**src/hw/fopfs_pkg.sv**
```systemverilog
// Constants and types for the fail output pin function select block
package fopfs_pkg;

    // ------------------------------------------------------------
    // Clock and pattern timing
    // ------------------------------------------------------------
    localparam int unsigned CLK_HZ          = 250_000_000;   // Core clock rate
    localparam int unsigned SIDE_FREQ_MHZ   = 1250;          // 1.25 Hz in milli-hertz
    localparam int unsigned SIDE_DUTY_PCT   = 50;            // Side indicator low share
    localparam int unsigned PULSE_FREQ_HZ   = 100;           // Pulsed light rate
    localparam int unsigned PULSE_DUTY_PCT  = 20;            // Pulsed light low share
    // Period counts in cycles
    localparam int unsigned SIDE_PERIOD_CYC  = (CLK_HZ / SIDE_FREQ_MHZ) * 1000;
    localparam int unsigned SIDE_LOW_CYC     = SIDE_PERIOD_CYC / 100 * SIDE_DUTY_PCT;
    localparam int unsigned PULSE_PERIOD_CYC = CLK_HZ / PULSE_FREQ_HZ;
    localparam int unsigned PULSE_LOW_CYC    = PULSE_PERIOD_CYC / 100 * PULSE_DUTY_PCT;
    // Start-up strap sampling window
    localparam int unsigned STRAP_WAIT_CYC   = 16;

    // ------------------------------------------------------------
    // Register map (byte addresses)
    // ------------------------------------------------------------
    localparam logic [7:0] ADDR_CTRL   = 8'h00;   // Fail enables and measure select
    localparam logic [7:0] ADDR_MPIN   = 8'h04;   // Multi-pin function select
    localparam logic [7:0] ADDR_STATUS = 8'h08;   // Straps and pin state

    // Control fields
    localparam int unsigned CTRL_SIDE_EN  = 0;
    localparam int unsigned CTRL_PULSE_EN = 1;
    localparam int unsigned CTRL_MEAS     = 2;
    localparam int unsigned CTRL_FAIL     = 3;
    localparam int unsigned CTRL_WAKE     = 4;
    // Multi-pin fields
    localparam int unsigned MPIN_A_LSB    = 0;
    localparam int unsigned MPIN_B_LSB    = 2;
    localparam int unsigned MPIN_A_OUT    = 4;
    localparam int unsigned MPIN_B_OUT    = 5;

    // Multi-pin function encoding
    typedef enum logic [1:0] {
        FOPFS_FN_FAIL      = 2'h0,
        FOPFS_FN_WAKE      = 2'h1,
        FOPFS_FN_LOW_SIDE  = 2'h2,
        FOPFS_FN_HIGH_SIDE = 2'h3
    } fopfs_fn_e;

    localparam logic [7:0] CTRL_RESET = 8'h00;   // All fail patterns off
    localparam logic [7:0] MPIN_RESET = 8'h00;   // Both pins in fail function

endpackage

```
**src/hw/fopfs_pattern.sv**
```systemverilog
// Fail pattern generator: periodic low phase for an open-drain fail pin
`timescale 1ns/1ps
module fopfs_pattern #(
    parameter int unsigned PERIOD_CYC = 200,   // Whole period in cycles
    parameter int unsigned LOW_CYC    = 100    // Asserted (low) cycles
) (
    input  wire logic i_clk,         // Core clock
    input  wire logic i_reset_n,     // Synchronous reset, active low
    input  wire logic i_enable,      // Pattern running
    output logic      o_assert       // High during the low phase
);
    localparam int unsigned CW = $clog2(PERIOD_CYC);

    logic [CW-1:0] cnt_ff;           // Position within the period

    // ------------------------------------------------------------
    // Period counter
    // ------------------------------------------------------------
    // Restart on disable so every activation begins with a full low phase
    always_ff @(posedge i_clk) begin
        if (!i_reset_n || !i_enable) begin
            cnt_ff <= '0;
        end else if (cnt_ff == CW'(PERIOD_CYC - 1)) begin
            cnt_ff <= '0;
        end else begin
            cnt_ff <= cnt_ff + CW'(1);
        end
    end

    // Asserted phase first, then released
    always_ff @(posedge i_clk) begin
        if (!i_reset_n) begin
            o_assert <= 1'b0;
        end else begin
            o_assert <= i_enable && (cnt_ff < CW'(LOW_CYC));
        end
    end
endmodule

```
**src/hw/fopfs_top.sv**
```systemverilog
// Multi-function pin logic: interrupt line, fail patterns, straps, wake measure
`timescale 1ns/1ps

// Overview of operation
// - Drive interrupt low on failure, or on wake in stop or normal mode
// - Sample interrupt pull-up at start-up for configuration
// - Side indicator pattern 1.25 Hz, 50 percent
// - Pulsed light pattern 100 Hz, 20 percent
// - Test pin low at power-up enters development
// - Fail pins reconfigurable as wake, low, high side
// - Fail pins default to fail function after reset
// - Measure bit moves wake pins to measurement
// - Wake pin a is input, b output
module fopfs_top #(
    // Pattern timing in cycles
    parameter int unsigned SIDE_PERIOD  = fopfs_pkg::SIDE_PERIOD_CYC,
    parameter int unsigned SIDE_LOW     = fopfs_pkg::SIDE_LOW_CYC,
    parameter int unsigned PULSE_PERIOD = fopfs_pkg::PULSE_PERIOD_CYC,
    parameter int unsigned PULSE_LOW    = fopfs_pkg::PULSE_LOW_CYC
) (
    input  wire logic        i_clk,                   // Core clock, 250 MHz
    input  wire logic        i_reset_n,               // Synchronous power-on reset

    // Register port
    input  wire logic [7:0]  i_addr,                  // Byte address
    input  wire logic [31:0] i_wdata,                 // Write data
    input  wire logic        i_wr,                    // Write strobe
    input  wire logic        i_rd,                    // Read strobe
    output logic      [31:0] o_rdata,                 // Read data, one cycle later

    // Events
    input  wire logic        i_wake_event,            // Wake-up event pulse
    input  wire logic        i_fail_event,            // Failure event pulse
    input  wire logic        i_run_mode,              // Stop or normal mode active

    // Interrupt line, open drain
    input  wire logic        i_int_n_in,              // Pin level
    output logic             o_int_n_out,             // Always drives low
    output logic             o_int_n_oe,              // Pulls the line low

    // Test strap
    input  wire logic        i_test_n_in,             // Test pin level
    output logic             o_dev_mode,              // Development mode latched
    output logic             o_config_pullup,         // Config 1/3 when high

    // Side indicator pin / multi pin a
    input  wire logic        i_multi_pin_a_in,        // Pin level
    output logic             o_side_indicator_fail_out, // Pin drive value
    output logic             o_multi_pin_a_oe,        // Pin drive enable
    output logic             o_multi_pin_a_hs,        // High-side switch on
    output logic             o_multi_pin_a_wake,      // Wake level when wake input

    // Pulsed light pin / multi pin b
    input  wire logic        i_multi_pin_b_in,        // Pin level
    output logic             o_pulsed_light_fail_out, // Pin drive value
    output logic             o_multi_pin_b_oe,        // Pin drive enable
    output logic             o_multi_pin_b_hs,        // High-side switch on
    output logic             o_multi_pin_b_wake,      // Wake level when wake input

    // High voltage wake pins
    output logic             o_hv_measure_select,     // Measurement path enabled
    output logic             o_hv_wake_in_a_meas_in,  // Pin a used as measure input
    output logic             o_hv_wake_in_b_meas_out  // Pin b used as measure output
);

    // ------------------------------------------------------------
    // Registers
    // ------------------------------------------------------------
    // Software visible words
    logic [7:0] ctrl_ff;             // Pattern enables, measure, two spare bits
    logic [7:0] mpin_ff;             // Multi-pin functions and output levels

    // Interrupt request
    logic       int_pend_ff;         // Interrupt request sticky

    // Five bits hold the window
    logic [4:0] strap_cnt_ff;        // Start-up strap window
    logic       strap_done_ff;       // Straps captured

    // Generator phases
    logic       side_on;             // Side pattern low phase
    logic       pulse_on;            // Pulsed pattern low phase

    // Decoded pin functions
    fopfs_pkg::fopfs_fn_e fn_a;      // Function of pin a
    fopfs_pkg::fopfs_fn_e fn_b;      // Function of pin b

    // Two-bit fields of the pin word
    assign fn_a = fopfs_pkg::fopfs_fn_e'(mpin_ff[fopfs_pkg::MPIN_A_LSB +: 2]);
    assign fn_b = fopfs_pkg::fopfs_fn_e'(mpin_ff[fopfs_pkg::MPIN_B_LSB +: 2]);

    // Drive decision for one multi pin: 1 means pull low actively
    // Wake and high side never pull low
    // Low side follows its level bit
    function automatic logic pin_low(input fopfs_pkg::fopfs_fn_e fn,
                                     input logic pattern,
                                     input logic level);
        unique case (fn)
            fopfs_pkg::FOPFS_FN_FAIL:      pin_low = pattern;
            fopfs_pkg::FOPFS_FN_WAKE:      pin_low = 1'b0;
            fopfs_pkg::FOPFS_FN_LOW_SIDE:  pin_low = level;
            fopfs_pkg::FOPFS_FN_HIGH_SIDE: pin_low = 1'b0;
        endcase
    endfunction

    // ------------------------------------------------------------
    // Register writes
    // ------------------------------------------------------------
    // Spare control bits only stored
    // Upper write bits are dropped
    // reset to fail function
    always_ff @(posedge i_clk) begin
        if (!i_reset_n) begin
            ctrl_ff <= fopfs_pkg::CTRL_RESET;
            mpin_ff <= fopfs_pkg::MPIN_RESET;
        end else if (i_wr) begin
            if (i_addr == fopfs_pkg::ADDR_CTRL) begin
                ctrl_ff <= {3'h0, i_wdata[4:0]};
            end
            // Pin function word
            if (i_addr == fopfs_pkg::ADDR_MPIN) begin
                mpin_ff <= {2'h0, i_wdata[5:0]};
            end
        end
    end

    // ------------------------------------------------------------
    // Interrupt line
    // ------------------------------------------------------------
    // A request meeting the clearing
    // read is kept, none is lost
    // sticky request, set wins over clear
    always_ff @(posedge i_clk) begin
        if (!i_reset_n) begin
            int_pend_ff <= 1'b0;
        end else if ((i_wake_event && i_run_mode) || i_fail_event) begin
            // Wake counts in stop or normal only
            int_pend_ff <= 1'b1;
        end else if (i_rd && i_addr == fopfs_pkg::ADDR_STATUS) begin
            // Status read acknowledges the request
            int_pend_ff <= 1'b0;
        end
    end

    // Open drain: enable sets the level
    // Held released until straps are sampled so the pull-up reads true
    always_ff @(posedge i_clk) begin
        if (!i_reset_n) begin
            o_int_n_out <= 1'b0;
            o_int_n_oe  <= 1'b0;
        end else begin
            // Value fixed low, enable toggles
            o_int_n_out <= 1'b0;
            o_int_n_oe  <= strap_done_ff && int_pend_ff;
        end
    end

    // ------------------------------------------------------------
    // Start-up straps
    // ------------------------------------------------------------
    // Window lets the pull-up settle
    // Levels frozen until next reset
    // Captured by a clocked process after release, never by reset itself
    always_ff @(posedge i_clk) begin
        if (!i_reset_n) begin
            // Straps read zero until taken
            strap_cnt_ff    <= '0;
            strap_done_ff   <= 1'b0;
            o_dev_mode      <= 1'b0;
            o_config_pullup <= 1'b0;
        end else if (!strap_done_ff) begin
            if (strap_cnt_ff == 5'(fopfs_pkg::STRAP_WAIT_CYC - 1)) begin
                strap_done_ff   <= 1'b1;
                o_config_pullup <= i_int_n_in;
                o_dev_mode      <= !i_test_n_in;
            end
            // Stops with the window, no wrap
            strap_cnt_ff <= strap_cnt_ff + 5'h01;
        end
    end

    // ------------------------------------------------------------
    // Fail patterns
    // ------------------------------------------------------------
    // Runs only in fail function, so a
    // reassigned pin never shows it
    // side indicator timing
    fopfs_pattern #(
        .PERIOD_CYC (SIDE_PERIOD),
        .LOW_CYC    (SIDE_LOW)
    ) u_side (
        .i_clk     (i_clk),
        .i_reset_n (i_reset_n),
        .i_enable  (ctrl_ff[fopfs_pkg::CTRL_SIDE_EN] && fn_a == fopfs_pkg::FOPFS_FN_FAIL),
        .o_assert  (side_on)
    );

    // Same generator, brake lamp timing
    // pulsed light timing
    fopfs_pattern #(
        .PERIOD_CYC (PULSE_PERIOD),
        .LOW_CYC    (PULSE_LOW)
    ) u_pulse (
        .i_clk     (i_clk),
        .i_reset_n (i_reset_n),
        .i_enable  (ctrl_ff[fopfs_pkg::CTRL_PULSE_EN] && fn_b == fopfs_pkg::FOPFS_FN_FAIL),
        .o_assert  (pulse_on)
    );

    // ------------------------------------------------------------
    // Pin drivers
    // ------------------------------------------------------------
    // High side outputs are plain levels
    // Open drain: value always low, enable in the asserted phase, or from the level bit in low side
    always_ff @(posedge i_clk) begin
        if (!i_reset_n) begin
            o_side_indicator_fail_out <= 1'b0;
            o_pulsed_light_fail_out   <= 1'b0;
            o_multi_pin_a_oe          <= 1'b0;
            o_multi_pin_b_oe          <= 1'b0;
            o_multi_pin_a_hs          <= 1'b0;
            o_multi_pin_b_hs          <= 1'b0;
        end else begin
            // A high level is never driven
            o_side_indicator_fail_out <= 1'b0;
            o_pulsed_light_fail_out   <= 1'b0;

            // Low side: level bit one pulls low
            // released outside low phase
            o_multi_pin_a_oe <= pin_low(fn_a, side_on, mpin_ff[fopfs_pkg::MPIN_A_OUT]);
            o_multi_pin_b_oe <= pin_low(fn_b, pulse_on, mpin_ff[fopfs_pkg::MPIN_B_OUT]);
            o_multi_pin_a_hs <= (fn_a == fopfs_pkg::FOPFS_FN_HIGH_SIDE)
                                && mpin_ff[fopfs_pkg::MPIN_A_OUT];
            o_multi_pin_b_hs <= (fn_b == fopfs_pkg::FOPFS_FN_HIGH_SIDE)
                                && mpin_ff[fopfs_pkg::MPIN_B_OUT];
        end
    end

    // Pin level passed through one flop
    // Wake input levels, only meaningful in wake function
    always_ff @(posedge i_clk) begin
        if (!i_reset_n) begin
            o_multi_pin_a_wake <= 1'b0;
            o_multi_pin_b_wake <= 1'b0;
        end else begin
            o_multi_pin_a_wake <= (fn_a == fopfs_pkg::FOPFS_FN_WAKE) && i_multi_pin_a_in;
            o_multi_pin_b_wake <= (fn_b == fopfs_pkg::FOPFS_FN_WAKE) && i_multi_pin_b_in;
        end
    end

    // ------------------------------------------------------------
    // High voltage measurement
    // ------------------------------------------------------------
    // Three outputs spare the switch
    // stage any decoding
    // Both pins switch together; one alone is never in measure use
    always_ff @(posedge i_clk) begin
        if (!i_reset_n) begin
            o_hv_measure_select     <= 1'b0;
            o_hv_wake_in_a_meas_in  <= 1'b0;
            o_hv_wake_in_b_meas_out <= 1'b0;
        end else begin
            o_hv_measure_select     <= ctrl_ff[fopfs_pkg::CTRL_MEAS];
            // Both roles follow the same bit
            // a input, b output
            o_hv_wake_in_a_meas_in  <= ctrl_ff[fopfs_pkg::CTRL_MEAS];
            o_hv_wake_in_b_meas_out <= ctrl_ff[fopfs_pkg::CTRL_MEAS];
        end
    end

    // ------------------------------------------------------------
    // Register reads
    // ------------------------------------------------------------
    // Data stand one cycle, then zero
    // Status: straps, pending, pins
    // Unmapped addresses read zero
    always_ff @(posedge i_clk) begin
        if (!i_reset_n) begin
            o_rdata <= 32'h0000_0000;
        end else if (i_rd) begin
            unique case (i_addr)
                fopfs_pkg::ADDR_CTRL:   o_rdata <= {24'h00_0000, ctrl_ff};
                fopfs_pkg::ADDR_MPIN:   o_rdata <= {24'h00_0000, mpin_ff};
                fopfs_pkg::ADDR_STATUS: o_rdata <= {24'h00_0000, pulse_on, side_on,
                                                    i_multi_pin_b_in, i_multi_pin_a_in,
                                                    int_pend_ff, strap_done_ff,
                                                    o_config_pullup, o_dev_mode};
                default:                o_rdata <= 32'h0000_0000;
            endcase
        end else begin
            o_rdata <= 32'h0000_0000;
        end
    end

endmodule

```
**config.mk**
```make
export PLATFORM = sky130hd
export DESIGN_NAME = fopfs_top
export DESIGN_NICKNAME = d
export VERILOG_FILES = /design/src/hw/fopfs_pkg.sv /design/src/hw/fopfs_pattern.sv /design/src/hw/fopfs_top.sv
export SDC_FILE = /design/constraint.sdc
export NUM_CORES = 1
export LEC_CHECK = 0
export BUFFER_PORTS_ARGS = -buffer_cell sky130_fd_sc_hd__buf_4
export CORE_ASPECT_RATIO = 1.1
export CORE_MARGIN = 5
export CORE_UTILIZATION = 53
export CTS_CLUSTER_DIAMETER = 150
export DETAILED_ROUTE_END_ITERATION = 10
export GPL_TIMING_DRIVEN = 0
export PLACE_DENSITY = 0.82
export SLEW_MARGIN = 20
export SYNTH_ARGS = -nofsm -noshare
export SYNTH_HDL_FRONTEND = slang
export SYNTH_SLANG_ARGS = --single-unit
```
**constraint.sdc**
```tcl
create_clock -name i_clk -period 2.18 [get_ports i_clk]
set_input_delay 0.218 -clock i_clk [delete_from_list [all_inputs] [get_ports i_clk]]
set_output_delay 0.218 -clock i_clk [all_outputs]
set_load 0.1 [all_outputs]
```
; ---- Yosys cells after proc, flatten, opt, wreduce, memory -nomap -nowiden
; Cells that the tools add are included.
[totals]
reg_bits = 112
in_bits = 51
out_inout_bits = 47
elab_cells = 74
[op_classes]
add_sub_neg = 3
magnitude_cmp = 2
eq_ne = 11
muxes = 7
bitwise_logic = 1
reduce_logical = 30
[op_table]
columns = op, n
row1 = "adder 28 x 1 -> 28 bit, second input constant", 1
row2 = "== test 28 bit, second input constant", 1
row3 = "less-than comparator 28 x 27 -> 1 bit, second input constant", 1
row4 = case mux 8 bit (3 select lines), 1
row5 = "adder 22 x 1 -> 22 bit, second input constant", 1
row6 = "== test 22 bit, second input constant", 1
row7 = "less-than comparator 22 x 19 -> 1 bit, second input constant", 1
row8 = logical AND 1 bit, 11
row9 = "== test 2 bit, second input constant", 4
row10 = "== test 8 x 3 -> 1 bit, second input constant", 1
row11 = "== test 8 x 4 -> 1 bit, second input constant", 1
row12 = zero test 8 bit, 1
row13 = AND reduction 2 bit, 4
row14 = OR reduction 2 bit, 4
row15 = case mux 1 bit (3 select lines), 2
row16 = "adder 5 x 1 -> 5 bit, second input constant", 1
row17 = "== test 5 x 4 -> 1 bit, second input constant", 1
row18 = "== test 2 x 1 -> 1 bit, second input constant", 2
row19 = zero test 1 bit, 4
row20 = zero test 2 bit, 2
row21 = two-way mux 1 bit, 4
row22 = logical OR 1 bit, 3
row23 = nonzero test 2 bit, 1
row24 = inverter 1 bit, 1

; ---- Longest topological paths before layout
[depth]
depth_word = 5
mapped_depth = 7
ltp_nobuf = 6

; ---- Hierarchy
; A second synthesis with hierarchy kept.
[hier_totals]
hier_cells = 468
area_unflattened_um2 = 4245.3
[by_module_without_submodules]
columns = mod, instances, cells_each, area_per_inst_um2, seq_area_each_um2
row1 = fopfs_top, 1, 171, 1675.4, 720.7
row2 = fopfs_pattern (u_side), 1, 165, 1462.7, 580.6
row3 = fopfs_pattern (u_pulse), 1, 132, 1107.3, 460.4

; ---- Worst setup path after synthesis
; OpenSTA, ideal clock, no wires.
[synth_timing]
path_kind = register to register
startpoint = reg u_side.cnt_ff[19]
endpoint = reg u_side.cnt_ff[24]
setup_time_ns = 0.115
arrival_ns = 1.804
t_required_ns = 2.065
path_slack_ns = 0.261
path_stages_with_launch = 8
n_path_buf = 2
synth_period_minus_slack_ns = 1.919
cell_sequence = dfxtp_1 > buf_2 > nand4b_1 > or4_1 > or4_4 > o21bai_4 > buf_6 > nor2_1
[synth_between]
elab_chain_len = 2
word_cells_on_any_way = 3
classes_between = add/sub: 1 / eq/ne: 1 / reduce/logical: 1
[synth_rtl]
columns = element, line
row1 = from (decl), fopfs_pattern.sv:14  ; logic [CW-1:0] cnt_ff;
row2 = from (signal assigned), fopfs_pattern.sv:26  ; cnt_ff <= cnt_ff + CW'(1);
row3 = branches (longest 2 deep; another with adder 28 x 1 -> 28 bit), n/a
; Parallel ways; which one is timed is not known.
; A chain may end at the register's enable or synchronous reset.

; ---- Worst setup path after layout
[layout_timing]
startpoint = reg u_side.cnt_ff[19]
endpoint = reg u_side.cnt_ff[22]
; Same word-level chain as after synthesis.

==> impl_metrics.env <==
export IMPL_run_status="completed"
export IMPL_critical_path_class="reg2reg"
export IMPL_tritoncts_clock_tree="built"
export IMPL_track_usage_pct=18.63
export IMPL_routabilityCongestion=0.9032
export IMPL_hold_fix_buffer_count_after_cts=0
export IMPL_hpwlAfterDp_um=5986
export IMPL_met2_wire_length_um=3922
export IMPL_antenna_violating_nets_post_route=0
export IMPL_crit_end_element="flip-flop"
export IMPL_crit_required_ps=2440
export IMPL_syn2layout_area_growth_pct=20.69
export IMPL_power_density_mw_per_mm2=693.3
export IMPL_wl_on_met1_um=3715
export IMPL_hold_violations=0
export IMPL_holdCritPathClass="in2reg"
export IMPL_dpl_instance_area_mm2=0.004501
export IMPL_clkPwrFrac_pct=41.8
export IMPL_diodes=0
export IMPL_hold_ws_ps=93.96
export IMPL_global_route_overflow_total=0
export IMPL_final_period_util_pct=96.43
export IMPL_timing_reg2reg_setup_slack_ps=80
export IMPL_drv_slew=0
export IMPL_cts_max_level=3
export IMPL_setup_viol_count_final=0
export IMPL_clock_sinks=88
export IMPL_finClkSkew_ps=12.90
export IMPL_synth_async_sr_flop_share_pct=0
export IMPL_vdd_ir_drop_max_v=0.0003999
export IMPL_clock_path_buffers=2
export IMPL_portBuffers=42
export IMPL_drc=0
export IMPL_grt_pass1_vias=3042
export IMPL_static_leakage_power_nw=1.872
export IMPL_num_vias=3246
export IMPL_top_fanout_value_on_the_critical_path=7
export IMPL_detail_route_wl_per_cell_um=13.70
export IMPL_worstMarginPinSlew_ps=965.5
export IMPL_timing_max_cap_violations=0
export IMPL_nets_finish=576
export IMPL_p_sw_mw=0.8405
export IMPL_cellInternalPower_mw=2.489
export IMPL_finish_utilization_pct=64.97
export IMPL_fraction_of_layout_cells_with_a_size_suffix_above_1_pct=19.01
export IMPL_antenna_found_initial=0
export IMPL_ff2ff_path_depth=7
export IMPL_core_region_area_mm2=0.007391
export IMPL_share_seq_of_total_power_pct=48.6
export IMPL_placement_rows=33
export IMPL_synth_edf_count=0
export IMPL_timing_critical_path_from="u_side.cnt_ff[19]"
export IMPL_avgSynthCellArea_um2=9.084
export IMPL_cts_clk_slew_worst_paths_ps=90
export IMPL_timing_fmax_ghz=0.4757
export IMPL_global_route_wire_length_before_repair_um=14030
export IMPL_cts_buffers_inserted=9
export IMPL_top_ff_cell_synth="sky130_fd_sc_hd__dfxtp_1"
export IMPL_grt_max_degree=16
export IMPL_detail_route_iter0_violations=117
export IMPL_total_non_filler_cell_area_in_the_finished_layout_mm2=0.004802
export IMPL_synth_seq_area_share_pct=44.28
export IMPL_finalPower_mw=3.329
export IMPL_most_common_layout_cells="sky130_fd_sc_hd__dfxtp_1 (87), sky130_fd_sc_hd__buf_4 (75), sky130_fd_sc_hd__nor2_1 (69)"
export IMPL_worst_setup_path_start_kind="flip-flop"
export IMPL_synthDistinctLibCells=43
export IMPL_clock_root_buffer="sky130_fd_sc_hd__clkbuf_8"
export IMPL_floorplan_die_area_mm2=0.009342
export IMPL_power_switching_share_pct=25.25
export IMPL_wirelength_um=8399
export IMPL_grt_setup_unrepaired="true"
export IMPL_worst_r2r_startpoint="u_side.cnt_ff[19]"
export IMPL_wl_met3_um=585
export IMPL_combPwrFrac_pct=9.6
export IMPL_timing_critical_path_to="u_side.cnt_ff[22]"
export IMPL_route_top_layer_used="met4"
export IMPL_final_common_cell="sky130_fd_sc_hd__dfxtp_1"
export IMPL_synth_cell_area_mm2=0.003979
export IMPL_maxSlewHeadroom_pct=35.14
export IMPL_ioPinCount=98
export IMPL_insertion_delay_of_the_later_clocked_pin_in_the_worst_skew_pair_ps=360
export IMPL_overall_die_width_um=92.61
export IMPL_final_period_minus_worst_setup_slack_ps=2102
export IMPL_yosysWarningCount=0
export IMPL_initial_core_util_pct=53.83
export IMPL_crit_reg2reg_capture="u_side.cnt_ff[22]"
export IMPL_floorplan_die_height_um=100.9
export IMPL_postSynthRegisterBits=88
export IMPL_post_synthesis_cell_count=438
export IMPL_drt_pass1_iter_count=4
export IMPL_route_detailed_vias_per_inst=5.295
export IMPL_worstPathArrival_ps=2360
[registers in the layout, summed over array words and instances (netlist names), 5 cells and up]
register / count
ctrl_ff: 5
u_side.cnt_ff: 28
u_pulse.cnt_ff: 22
mpin_ff: 6
o_rdata: 8
strap_cnt_ff: 5
[power groups by stage]
stage          Sequential, mW  Combinational [mW]  Clock, mW
6_report                 1.62               0.321       1.39
5_1_grt                  1.62               0.335       1.49
4_1_cts                  1.62               0.318       1.41
3_5_place_dp             1.66               0.317          0
3_3_place_gp             1.66               0.316          0
2_1_floorplan            1.65               0.273          0
[metrics by stage]
step | worst slack (ps) | std cells | TNS [ps]
5_1_grt | -52.26 | 613 | -77.67
3_5_place_dp | -62.03 | 593 | -118.4
4_1_cts | 33.26 | 609 | 0
2_1_floorplan | 261.4 | 464 | 0
6_report | 77.87 | 613 | 0
3_3_place_gp | -38.10 | 593 | -70.44
[worst min path at each step]
stage                      startpoint                end  cells past startpoint
finish                   i_fail_event        int_pend_ff                      3
global placement    u_pulse.cnt_ff[0]  u_pulse.cnt_ff[0]                      1
floorplan                i_fail_event        int_pend_ff                      2
detailed placement  u_pulse.cnt_ff[0]  u_pulse.cnt_ff[0]                      1
CTS                      i_fail_event        int_pend_ff                      3
global route              i_test_n_in         o_dev_mode                      3
[area by class of cell]
| type | count | area [um^2] |
|---|---|---|
| repair buffers | 46 | 349.1 |
| fillers | 620 | 2589 |
| multi-input cells | 326 | 2021 |
| well taps | 87 | 108.9 |
| clock buffers | 10 | 137.6 |
| flip-flops and latches | 88 | 1763 |
| clock inverters | 6 | 115.1 |
| plain buffers | 44 | 285.3 |
| inverters | 6 | 22.52 |
[layer usage]
metal	vias to the layer above	track usage, %
met3	15	3.958
met4	0	9.357
met1	1494	23.21
li1	1623	-
met5	-	0
met2	114	30.58
[critical path, cell delays in order (launching register included)]
cell	delay, ps
sky130_fd_sc_hd__dfxtp_1	320
sky130_fd_sc_hd__buf_4	140
sky130_fd_sc_hd__nand4b_1	90
sky130_fd_sc_hd__or4_1	420
sky130_fd_sc_hd__or4_4	540
sky130_fd_sc_hd__o21bai_4	270
sky130_fd_sc_hd__buf_6	170
sky130_fd_sc_hd__nor2_1	50
[repair_timing]
action	in CTS	in global routing
setup endpoints to repair	0	15
gates resized for setup	0	7
setup buffers	0	3
[cell usage after synthesis (all sizes together), types with 7 or more instances]
cell type | number | share of area (%)
nor2b | 16 | 2.5
xnor2 | 17 | 3.7
clkbuf | 13 | 1.2
mux2i | 20 | 5.0
and2 | 8 | 1.3
buf | 31 | 5.9
xor2 | 29 | 6.4
nor4 | 8 | 1.3
a21oi | 12 | 1.5
nand4 | 18 | 2.8
nand2 | 16 | 1.5
and4 | 7 | 1.5
dfxtp | 88 | 44
nor3 | 8 | 1.0
nand3 | 25 | 3.1
nor2 | 69 | 6.5
[cell families after synthesis]
group	after synthesis	share of synthesized area, %
buffers and inverters	50	7.673
multiplexers	20	5.031
other	1	0.09425
AO/OA/AOI/OAI	26	4.434
adder cells (fa/ha/maj)	4	1.258
AND/OR/NAND/NOR	203	27.11
XOR/XNOR	46	10.13
flip-flops	88	44.28
No activity file was read; power rests on OpenSTA's default activity.
